$ cat src/logic/adc_seq_regs.vh
/*
 * constants for the converter readout sequencer: register offsets, field
 * positions, reset values, command bytes and timing counts.
 * assumes a 100 MHz system clock; included by the sequencer design files and the testbench.
 */
`ifndef ADC_SEQ_REGS_VH
`define ADC_SEQ_REGS_VH

// register offsets (word index on the plain command port)
`define REG_CTRL            4'h0
`define REG_STATUS          4'h1
`define REG_RESULT          4'h2
`define REG_DELAY           4'h3
`define REG_COUNT           4'h4
`define REG_CMDBYTES        4'h5
// control fields
`define CTRL_RUN_BIT        0
`define CTRL_SLAVE_BIT      1
`define CTRL_ONESHOT_BIT    2
`define CTRL_RESET          8'h00
// status fields
`define ST_BUSY_BIT         0
`define ST_VALID_BIT        1
`define ST_OVERRUN_BIT      2
`define ST_SYNCED_BIT       3
// command control bytes of the two queued transfers
`define CMD_START           8'h20
`define CMD_READ            8'h61
// transfer lengths
`define START_BITS          5'h08
`define READ_BITS           5'h10
// serial clock: 100 MHz / 24 = 4.17 MHz, nearest even split to 4.19 MHz
`define SCK_FREQ_KHZ        4190
`define CLK_FREQ_KHZ        100000
`define SCK_HALF_CYCLES     8'h0C
// delay after transfer: 19 us, setting of 10 gives the fastest rate
`define DELAY_AFTER_US      19
`define DELAY_SETTING_RESET 8'h0A
`define DELAY_UNIT_CYCLES   24'h0000BE  // 1.9 us per setting step at 100 MHz
`define QUIET_AFTER_US      8
`define QUIET_CYCLES        (`QUIET_AFTER_US * 100)

`endif

$ cat src/logic/adc_readout_host.v
/*
 * host-side sequencer for a 16-bit successive-approximation converter.
 * master mode: queued start (8 bits) and readout (16 bits) transfers with a
 * programmable delay after each, wrapping forever. slave mode: waits for the
 * end of busy on the select pin, then clocks in 16 bits from the converter's
 * own serial clock. assumes a 100 MHz clock and a plain register port.
 */
// The strobed register port and the register addresses were chosen for this implementation.
`include "adc_seq_regs.vh"
`default_nettype none

module adc_readout_host (
    input  wire        mclk_i,         // system clock, 100 MHz
    input  wire        reset_n_i,      // async reset, active low
    input  wire [3:0]  addr_i,         // register index
    input  wire [15:0] wdata_i,        // write data
    input  wire        wr_i,           // write strobe
    input  wire        rd_i,           // read strobe
    output reg  [15:0] rdata_o,        // read data, cycle after strobe
    output reg         sck_o,          // serial clock to converter
    output reg         host_periph_select_a_o, // read/convert select
    output reg         host_periph_select_b_o, // chip select
    input  wire        parallel_msb_pin_i,     // shared data line
    input  wire        slave_select_i, // busy pin in slave mode
    input  wire        ext_sck_i,      // converter clock in slave mode
    output reg         result_valid_o  // pulse when a result lands
);

    // one-hot sequencer states; slave mode has its own state so a change to
    // slave mode in mid-round waits for the master round to finish
    localparam [5:0] S_IDLE  = 6'b000001;
    localparam [5:0] S_START = 6'b000010;
    localparam [5:0] S_DLY1  = 6'b000100;
    localparam [5:0] S_READ  = 6'b001000;
    localparam [5:0] S_DLY2  = 6'b010000;
    localparam [5:0] S_SLAVE = 6'b100000;

    // control, status and datapath registers
    reg  [7:0]  ctrl;
    reg  [7:0]  delay_setting;
    reg  [5:0]  state;
    reg  [4:0]  bits_left;
    reg  [15:0] shifter;
    reg  [15:0] result;
    reg  [15:0] conv_count;
    reg  [23:0] delay_count;
    reg         valid;
    reg         overrun;
    reg         synced;
    reg         phase_high;
    reg         ss_seen_low;

    // synchronised pin views and decoded control bits
    wire        half;
    wire        data_s;
    wire        ss_s;
    wire        ss_rise;
    wire        ext_sck_s;
    wire        ext_fall;
    wire        run     = ctrl[`CTRL_RUN_BIT];
    wire        slave   = ctrl[`CTRL_SLAVE_BIT];
    wire        master_xfer = (state == S_START) | (state == S_READ);

    // delay length in system cycles for a given setting
    function [23:0] delay_cycles;
        input [7:0] setting;
        begin
            delay_cycles = {16'h0000, setting} * `DELAY_UNIT_CYCLES;
        end
    endfunction

    // link clock timing; the divider restarts with each transfer so every
    // frame opens with a full low half
    sck_divider u_div (
        .mclk_i    (mclk_i),
        .reset_n_i (reset_n_i),
        .run_i     (master_xfer),
        .half_o    (half)
    );

    // every converter pin passes two flops before any logic reads it; the
    // data view lags the pin by two cycles, well inside a 12-cycle half
    pin_sync u_data (
        .mclk_i    (mclk_i),
        .reset_n_i (reset_n_i),
        .pin_i     (parallel_msb_pin_i),
        .level_o   (data_s),
        .rise_o    (),
        .fall_o    ()
    );

    pin_sync u_ss (
        .mclk_i    (mclk_i),
        .reset_n_i (reset_n_i),
        .pin_i     (slave_select_i),
        .level_o   (ss_s),
        .rise_o    (ss_rise),
        .fall_o    ()
    );

    pin_sync u_esck (
        .mclk_i    (mclk_i),
        .reset_n_i (reset_n_i),
        .pin_i     (ext_sck_i),
        .level_o   (ext_sck_s),
        .rise_o    (),
        .fall_o    (ext_fall)
    );

    // register writes; clearing run drops the sequencer back to idle
    always @(posedge mclk_i or negedge reset_n_i) begin
        if (!reset_n_i) begin
            ctrl          <= `CTRL_RESET;
            delay_setting <= `DELAY_SETTING_RESET;
        end else if (wr_i) begin
            case (addr_i)
                `REG_CTRL:  ctrl <= wdata_i[7:0];
                `REG_DELAY: begin
                    // a setting below 10 would squeeze the conversion;
                    // a refused write leaves the last legal value in place
                    if (wdata_i[7:0] >= `DELAY_SETTING_RESET)
                        delay_setting <= wdata_i[7:0];
                end
                default: ;
            endcase
        end
    end

    // read port: data stands in the cycle after the strobe only;
    // unmapped indices answer zero
    always @(posedge mclk_i or negedge reset_n_i) begin
        if (!reset_n_i) begin
            rdata_o <= 16'h0000;
        end else if (rd_i) begin
            case (addr_i)
                `REG_CTRL:     rdata_o <= {8'h00, ctrl};
                `REG_STATUS:   rdata_o <= {12'h000, synced, overrun, valid,
                                           state != S_IDLE};
                `REG_RESULT:   rdata_o <= result;
                `REG_DELAY:    rdata_o <= {8'h00, delay_setting};
                `REG_COUNT:    rdata_o <= conv_count;
                `REG_CMDBYTES: rdata_o <= {`CMD_READ, `CMD_START};
                default:       rdata_o <= 16'h0000;
            endcase
        end else begin
            rdata_o <= 16'h0000;
        end
    end

    // queue sequencer; the delay covers the busy window so the link stays
    // still while the converter decides its bits
    always @(posedge mclk_i or negedge reset_n_i) begin
        if (!reset_n_i) begin
            state                  <= S_IDLE;
            bits_left              <= 5'd0;
            shifter                <= 16'h0000;
            result                 <= 16'h0000;
            conv_count             <= 16'h0000;
            delay_count            <= 24'h000000;
            valid                  <= 1'b0;
            overrun                <= 1'b0;
            synced                 <= 1'b0;
            phase_high             <= 1'b0;
            ss_seen_low            <= 1'b0;
            sck_o                  <= 1'b0;
            host_periph_select_a_o <= 1'b1;
            host_periph_select_b_o <= 1'b1;
            result_valid_o         <= 1'b0;
        end else begin
            // the result pulse lasts one cycle
            result_valid_o <= 1'b0;
            // status read clears valid and overrun; a new result wins
            if (rd_i && addr_i == `REG_STATUS) begin
                valid   <= 1'b0;
                overrun <= 1'b0;
            end
            case (state)
                S_IDLE: begin
                    sck_o                  <= 1'b0;
                    host_periph_select_a_o <= 1'b1;
                    host_periph_select_b_o <= 1'b1;
                    synced                 <= 1'b0;
                    phase_high             <= 1'b0;
                    ss_seen_low            <= 1'b0;
                    if (run && slave) begin
                        state <= S_SLAVE;
                    end else if (run) begin
                        // both selects low starts the conversion
                        host_periph_select_a_o <= 1'b0;
                        host_periph_select_b_o <= 1'b0;
                        bits_left              <= `START_BITS;
                        state                  <= S_START;
                    end
                end
                // a transfer ends on its last falling half: the selects rise
                // with the clock, so no clock edge falls outside a frame
                S_START, S_READ: begin
                    if (half) begin
                        phase_high <= ~phase_high;
                        sck_o      <= ~phase_high;
                        if (!phase_high) begin
                            // rising edge captures, msb first
                            shifter <= {shifter[14:0], data_s};
                        end else if (bits_left == 5'd1) begin
                            host_periph_select_a_o <= 1'b1;
                            host_periph_select_b_o <= 1'b1;
                            delay_count <= delay_cycles(delay_setting);
                            state <= (state == S_START) ? S_DLY1 : S_DLY2;
                            if (state == S_READ) begin
                                result         <= shifter;
                                overrun        <= overrun | valid;
                                valid          <= 1'b1;
                                result_valid_o <= 1'b1;
                                conv_count     <= conv_count + 16'h0001;
                            end
                        end else begin
                            bits_left <= bits_left - 5'd1;
                        end
                    end
                end
                S_DLY1: begin
                    // converter is busy: pins stay still here
                    if (delay_count <= 24'h000001) begin
                        host_periph_select_b_o <= 1'b0;
                        bits_left              <= `READ_BITS;
                        state                  <= S_READ;
                    end else begin
                        delay_count <= delay_count - 24'h000001;
                    end
                end
                // delay after the readout, then wrap on the crystal timing;
                // a cleared run stops here, never mid-round; one-shot only passes through idle, which starts again while run is set
                S_DLY2: begin
                    if (delay_count <= 24'h000001) begin
                        if (run && !ctrl[`CTRL_ONESHOT_BIT] && !slave) begin
                            host_periph_select_a_o <= 1'b0;
                            host_periph_select_b_o <= 1'b0;
                            bits_left              <= `START_BITS;
                            state                  <= S_START;
                        end else begin
                            state <= S_IDLE;
                        end
                    end else begin
                        delay_count <= delay_count - 24'h000001;
                    end
                end
                // slave: the converter drives the clock, the host only listens
                S_SLAVE: begin
                    if (!run || !slave) begin
                        state <= S_IDLE;
                    end else if (!synced) begin
                        // the synchroniser leaves reset low, so a pin already
                        // high would fake an end of conversion; a rise only
                        // counts once busy has been seen low in this state
                        if (!ss_s)
                            ss_seen_low <= 1'b1;
                        // arm only at the end of a conversion
                        if (ss_rise && ss_seen_low) begin
                            synced      <= 1'b1;
                            ss_seen_low <= 1'b0;
                            bits_left   <= `READ_BITS;
                        end
                    end else if (ext_fall) begin
                        // data valid on the falling edge of an idle-low clock
                        shifter <= {shifter[14:0], data_s};
                        if (bits_left == 5'd1) begin
                            result         <= {shifter[14:0], data_s};
                            overrun        <= overrun | valid;
                            valid          <= 1'b1;
                            result_valid_o <= 1'b1;
                            conv_count     <= conv_count + 16'h0001;
                            bits_left      <= `READ_BITS;
                            synced         <= 1'b0;
                        end else begin
                            bits_left <= bits_left - 5'd1;
                        end
                    end
                end
                default: state <= S_IDLE;
            endcase
        end
    end

endmodule
`default_nettype wire

$ cat src/logic/pin_sync.v
/*
 * two-stage synchroniser for pins from outside the clock domain, with a
 * registered copy for edge finding. assumes nothing of the pin's timing.
 */
`include "adc_seq_regs.vh"
`default_nettype none

module pin_sync (
    input  wire       mclk_i,     // system clock
    input  wire       reset_n_i,  // async reset, active low
    input  wire       pin_i,      // asynchronous pin
    output reg        level_o,    // synchronised level
    output wire       rise_o,     // one-cycle pulse on low-to-high
    output wire       fall_o      // one-cycle pulse on high-to-low
);

    reg meta;
    reg prev;

    // first flop feeds only the second
    always @(posedge mclk_i or negedge reset_n_i) begin
        if (!reset_n_i) begin
            meta    <= 1'b0;
            level_o <= 1'b0;
            prev    <= 1'b0;
        end else begin
            meta    <= pin_i;
            level_o <= meta;
            prev    <= level_o;
        end
    end

    assign rise_o = level_o & ~prev;
    assign fall_o = ~level_o & prev;

endmodule
`default_nettype wire

$ cat src/logic/sck_divider.v
/*
 * serial clock divider: one-cycle enable pulses at each half period of the
 * link clock. assumes a single 100 MHz clock and a synchronous run level.
 */
`include "adc_seq_regs.vh"
`default_nettype none

module sck_divider (
    input  wire       mclk_i,     // system clock
    input  wire       reset_n_i,  // async reset, active low
    input  wire       run_i,      // count while high, restart when low
    output reg        half_o      // one-cycle pulse per half period
);

    reg [7:0] count;

    // restart on every idle so the first half period is full length
    always @(posedge mclk_i or negedge reset_n_i) begin
        if (!reset_n_i) begin
            count  <= 8'h00;
            half_o <= 1'b0;
        end else if (!run_i) begin
            count  <= 8'h00;
            half_o <= 1'b0;
        end else if (count == `SCK_HALF_CYCLES - 8'h01) begin
            count  <= 8'h00;
            half_o <= 1'b1;
        end else begin
            count  <= count + 8'h01;
            half_o <= 1'b0;
        end
    end

endmodule
`default_nettype wire

$ cat config.mk
export PLATFORM = sky130hd
export DESIGN_NAME = adc_readout_host
export DESIGN_NICKNAME = d
export VERILOG_FILES = /design/src/logic/adc_readout_host.v /design/src/logic/pin_sync.v /design/src/logic/sck_divider.v
export VERILOG_INCLUDE_DIRS = /design/src /design/src/logic
export SDC_FILE = /design/constraint.sdc
export NUM_CORES = 1
export LEC_CHECK = 0
export BUFFER_PORTS_ARGS = -buffer_cell sky130_fd_sc_hd__buf_2
export CAP_MARGIN = 40
export CELL_PAD_IN_SITES_DETAIL_PLACEMENT = 1
export CELL_PAD_IN_SITES_GLOBAL_PLACEMENT = 1
export CORE_MARGIN = 5
export CORE_UTILIZATION = 49
export DETAILED_ROUTE_END_ITERATION = 7
export PLACE_DENSITY_LB_ADDON = 0.1
export SYNTH_ARGS = -nofsm -noshare
export SYNTH_HDL_FRONTEND = slang
export SYNTH_SLANG_ARGS = --single-unit
$ cat constraint.sdc
create_clock -name mclk_i -period 4.71 [get_ports mclk_i]
set_input_delay 0.7065 -clock mclk_i [delete_from_list [all_inputs] [get_ports mclk_i]]
set_output_delay 0.7065 -clock mclk_i [all_outputs]
set_load 0.1 [all_outputs]
# Word level (Yosys, flattened, before mapping)
# Cells that the tools add are included.
# op_classes
n_reduce_logical	31
n_addsub	4
magnitude_cmp	2
n_eq_ne	36
mux	112
bitwise_logic	7
mul	1
# op_table
op	n
2-to-1 mux 16 bit	22
2-to-1 mux 24 bit	4
one-hot mux 16 bit (2 select lines)	3
one-hot mux 16 bit (6 select lines)	1
2-to-1 mux 5 bit	14
2-to-1 mux 6 bit	8
one-hot mux 24 bit (2 select lines)	1
2-to-1 mux 1 bit	46
inequality test 2 bit, second input constant	17
one-hot mux 6 bit (5 select lines)	1
one-hot mux 5 bit (5 select lines)	1
less-or-equal comparator 24 x 1 -> 1 bit, second input constant	1
subtractor 24 x 1 -> 24 bit, second input constant	1
adder 16 x 1 -> 16 bit, second input constant	1
2-to-1 mux 8 bit	2
multiplier 8 x 7 -> 15 bit, second input constant	1
AND reduction 7 bit	2
inequality test 3 bit, second input constant	4
one-hot mux 1 bit (2 select lines)	6
AND reduction 12 bit	1
AND reduction 6 bit	2
AND reduction 9 bit	1
adder 8 x 1 -> 8 bit, second input constant	1
equality test 4 x 2 -> 1 bit, second input constant	2
33 further kinds	50
# totals
register_bits	140
inputBits	27
wordCells	220
output_inout_bits	20

# Longest topological paths before layout
# logic_depth
depth_word	8
mapped_depth	16
mapped_depth_nobuf	16

# Hierarchy
# A second synthesis with hierarchy kept.
# hier_totals
hier_cells	796
hier_area_um2	8170.3
# by_module_without_submodules
module	area_per_inst_um2	cells_each	n_inst
adc_readout_host	7489.7	742	1
sck_divider	410.4	39	1
pin_sync	90.1	5	3

# Worst setup path after synthesis
# OpenSTA, ideal clock, no wires.
# synth_timing
path_type	register to register
from	register delay_setting[4]
to	register delay_count[11]
setup_slack_ns	0.657
synth_period_minus_slack_ns	4.053
setup_time_ns	0.121
t_arrival_ns	3.932
path_stages_with_launch	16
cell_sequence	dfrtp_1 -> fa_1 -> inv_1 -> fa_1 -> inv_1 -> fa_1 -> inv_1 -> fa_1 -> inv_1 -> ha_1 -> o21ai_0 -> nand2b_1 -> a31oi_1 -> xor2_1 -> o22ai_1 -> a22o_1
# synth_via
elab_chain_cells	5
# synth_rtl
element	line	text
start: declaration	adc_readout_host.v:40	reg [7:0] delay_setting;
start signal: assignment	adc_readout_host.v:114	delay_setting <= `DELAY_SETTING_RESET;
start signal: assignment	adc_readout_host.v:122	delay_setting <= wdata_i[7:0];
multiplier 8 x 7 -> 15 bit (no line)	n/a	
2-to-1 mux 24 bit	adc_readout_host.v:204	end else if (bits_left == 5'd1) begin
2-to-1 mux 24 bit	adc_readout_host.v:201	if (!phase_high) begin
2-to-1 mux 24 bit	adc_readout_host.v:198	if (half) begin
one-hot mux 24 bit (2 select lines)	adc_readout_host.v:177	case (state)
end signal: assignment	adc_readout_host.v:207	delay_count <= delay_cycles(delay_setting);
end signal: assignment	adc_readout_host.v:228	delay_count <= delay_count - 24'h000001;
end signal: assignment	adc_readout_host.v:244	delay_count <= delay_count - 24'h000001;
end: declaration	adc_readout_host.v:46	reg [23:0] delay_count;
# Every way passes these cells. The select of a mux whose other input is x is not followed.
# A chain may end at the register's enable or synchronous reset.

# Worst setup path in the final report
# layout_timing
from	register delay_setting[3]
to	register delay_count[11]
# The elaborated chain is that of the path after synthesis.

==> flow_summary.json <==
{
  "cellLeakagePower_nw": 4.07,
  "gp_congestion": 0.880,
  "layout_commonest_cell": "dfrtp_1",
  "rsz0062_at_grt": "false",
  "startpoint_type": "flop",
  "final_nets": 891,
  "dr_total_vias": 6072,
  "initial_utilization_pct": 49.5,
  "end_kind": "flop",
  "hold_path_class": "in2async",
  "die_h_um": 136,
  "cp_common_cell": "inv_1",
  "max_stage_delay_ps": 640,
  "drive_gt1_share_pct": 15.8,
  "slew_violations": 0,
  "fmax_mhz": 227,
  "p_sw_w": 0.00269,
  "cap_violations": 0,
  "h-tree-depth": 4,
  "die_w_um": 136,
  "synth_area_um2": 7810,
  "ir_drop_mv": 0.519,
  "grt_usage_pct": 24.2,
  "worstPathRequired_ps": 5020,
  "clkLatencyLatePin_ps": 430,
  "tightest_slew_ps": 855,
  "syn-num-nets": 847,
  "intPower_w": 0.00352,
  "grt_antenna_before_repair": 0,
  "slowest_stage": "dfstp_2",
  "cts_tree": "yes",
  "setup_viol": 0,
  "grt_pass1_wl_mm": 35.3,
  "path_clk_slew_ps": 60,
  "synth_ff_type": "dfrtp_1",
  "fp.coreArea_um2": 15800,
  "syn_inst": 757,
  "area_growth_pct": 13.7,
  "drt_iter0_markers": 309,
  "slew_headroom_pct": 43.0,
  "first_global_vias": 6673,
  "fillers": 1766,
  "hold_viol_final": 0,
  "cts.path.max_buffers": 2,
  "min_period_ps": 4400,
  "worstPathMaxFanout": 7,
  "pwr_density_cell_nw_per_um2": 699,
  "post_cts_buffers": 0,
  "crit_arrival_ps": 4710,
  "cp_cell_sequence": "inv_1, fa_1, inv_1, ha_1, inv_1, fa_1, fa_1, inv_1, ha_1, a211oi_1, o21ai_0, a31oi_1, xor2_1, o22ai_1, a22o_1",
  "power_w": 0.00621,
  "grt_max_degree": 66,
  "dieArea_um2": 18600,
  "clkPwrFrac_pct": 21.2,
  "ys_async_sr_fraction_pct": 100,
  "antenna_cells": 0,
  "yosys_warnings": 0,
  "combPwrFrac_pct": 54.6,
  "io-pin-count": 47,
  "wl_mm": 20.9,
  "status": "complete, no violations",
  "final_cell_mix": "dfrtp_1, nand2_1, nor2_1, o21ai_0, inv_1",
  "ant_nets": 0,
  "cts-root-buf": "clkbuf_16",
  "routed_via_density": 5.90,
  "netSwitchingFraction_pct": 43.3,
  "dp_hpwl_mm": 14.8,
  "num_rows": 46,
  "synth-edff-count": 0,
  "synth-seq-cells": 140,
  "gr-total-overflow": 0,
  "tns_ps": 0,
  "cts_sinks": 140,
  "drc_errors": 0,
  "wl_per_cell_um": 20.2,
  "portBuffers": 38,
  "ys_seq_area_share_pct": 44.9,
  "fin_worst_skew_ps": 8.78,
  "yosysUniqueCellTypes": 58,
  "min_period_over_period_pct": 93.5,
  "cts_resized": 0,
  "numCtsBuffers": 17,
  "p_seq_share_pct": 24.1,
  "worstSetupPathType": "reg2reg",
  "avgSynthCellArea_um2": 10.3,
  "cts_hold_buf": 0,
  "firstDrtPassIters": 5
}
## stage by stage
stage / setup slack, ps / hold slack, ps / instance area [um2] / utilization, % / cells
floorplan: 657 / 331 / 7810 / - / 757
global placement: 419 / 339 / 8270 / 52.4 / 996
detailed placement: 332 / 336 / 8310 / 52.7 / 998
CTS: 287 / 185 / 8880 / 56.3 / 1030
global route: 58.4 / 205 / 8880 / 56.3 / 1030
finish: 308 / 179 / 8880 / 56.3 / 1030
## path summary, 6_finish.rpt
kind                                         to  depth (start not counted)  slack (ps)             start
min in group mclk_i              u_data.level_o                          0         350       u_data.meta
max in group asynchronous            shifter[5]                          2        3690         reset_n_i
worst max register to register  delay_count[11]                         15         310  delay_setting[3]
worst min register to register   u_data.level_o                          0         350       u_data.meta
worst min-delay path            delay_count[21]                          1         180         reset_n_i
worst max-delay path            delay_count[11]                         15         310  delay_setting[3]
## synth_stat cells (all sizes together) (14+ instances only)
master,n,share of area (%)
nand2,67,3.2
xnor2,29,3.3
inv,42,2.0
dfrtp,135,43
clkbuf,24,1.2
nor2,58,2.8
nor3,16,1.1
ha,41,6.6
fa,22,5.6
a21oi,34,2.2
mux2i,17,2.2
a22oi,14,1.3
o21ai,57,3.7
nand3,24,1.5
mux2,34,4.9
## final cells by class
cell class | count | area, um2 | area share [%]
Clock buffer | 20 | 437 | 4.92
Multi-Input combinational cell | 549 | 4050 | 45.6
Clock inverter | 12 | 139 | 1.56
Tap cell | 216 | 270 | 3.04
Timing Repair Buffer | 51 | 314 | 3.54
Inverter | 42 | 158 | 1.78
Sequential cell | 140 | 3510 | 39.5
## registers in the layout (all words and copies together), names as in the netlist, 5 cells and up
| signal | count |
|---|---|
| bits_left | 5 |
| delay_count | 24 |
| u_div.count | 8 |
| state | 6 |
| ctrl | 8 |
| result | 16 |
| shifter | 16 |
| conv_count | 16 |
| delay_setting | 8 |
| rdata_o | 16 |
## power by group through the flow
| stage | clock network [W] | logic [W] | registers, W |
|---|---|---|---|
| after floorplan | 0 | 0.00249 | 0.00152 |
| after global placement | 0 | 0.00323 | 0.00150 |
| after detailed placement | 0 | 0.00341 | 0.00152 |
| after CTS | 0.00134 | 0.00345 | 0.00150 |
| after global routing | 0.00140 | 0.00380 | 0.00152 |
| final | 0.00132 | 0.00339 | 0.00150 |
## cells by family after synthesis
logic type               Yosys count  synth area share, %
multiplexers                      51                 7.08
flip-flops                       140                 44.9
AO/OA/AOI/OAI                    166                 13.6
buffers and inverters             68                 3.27
adder cells (fa/ha/maj)           64                 12.3
AND/OR/NAND/NOR                  229                 14.5
XOR/XNOR                          39                 4.37
## layer usage
| layer | up-vias | global-route usage (%) | wire length (um) |
|---|---|---|---|
| li1 | 2795 | - | - |
| met1 | 3117 | 29.3 | 8620 |
| met2 | 116 | 42.5 | 11000 |
| met3 | 44 | 4.63 | 656 |
| met4 | 0 | 9.41 | 622 |
| met5 | - | 0 | 0 |
## critical path: cells and delay by family (launching register included)
| kind | cells | cell delay (ps) |
|---|---|---|
| fa+ha+maj | 5 | 2000 |
| compound gates | 5 | 1210 |
| flops | 1 | 640 |
| buf+inv | 4 | 250 |
| xor+xnor | 1 | 190 |
(Power assumes the default switching activity.)
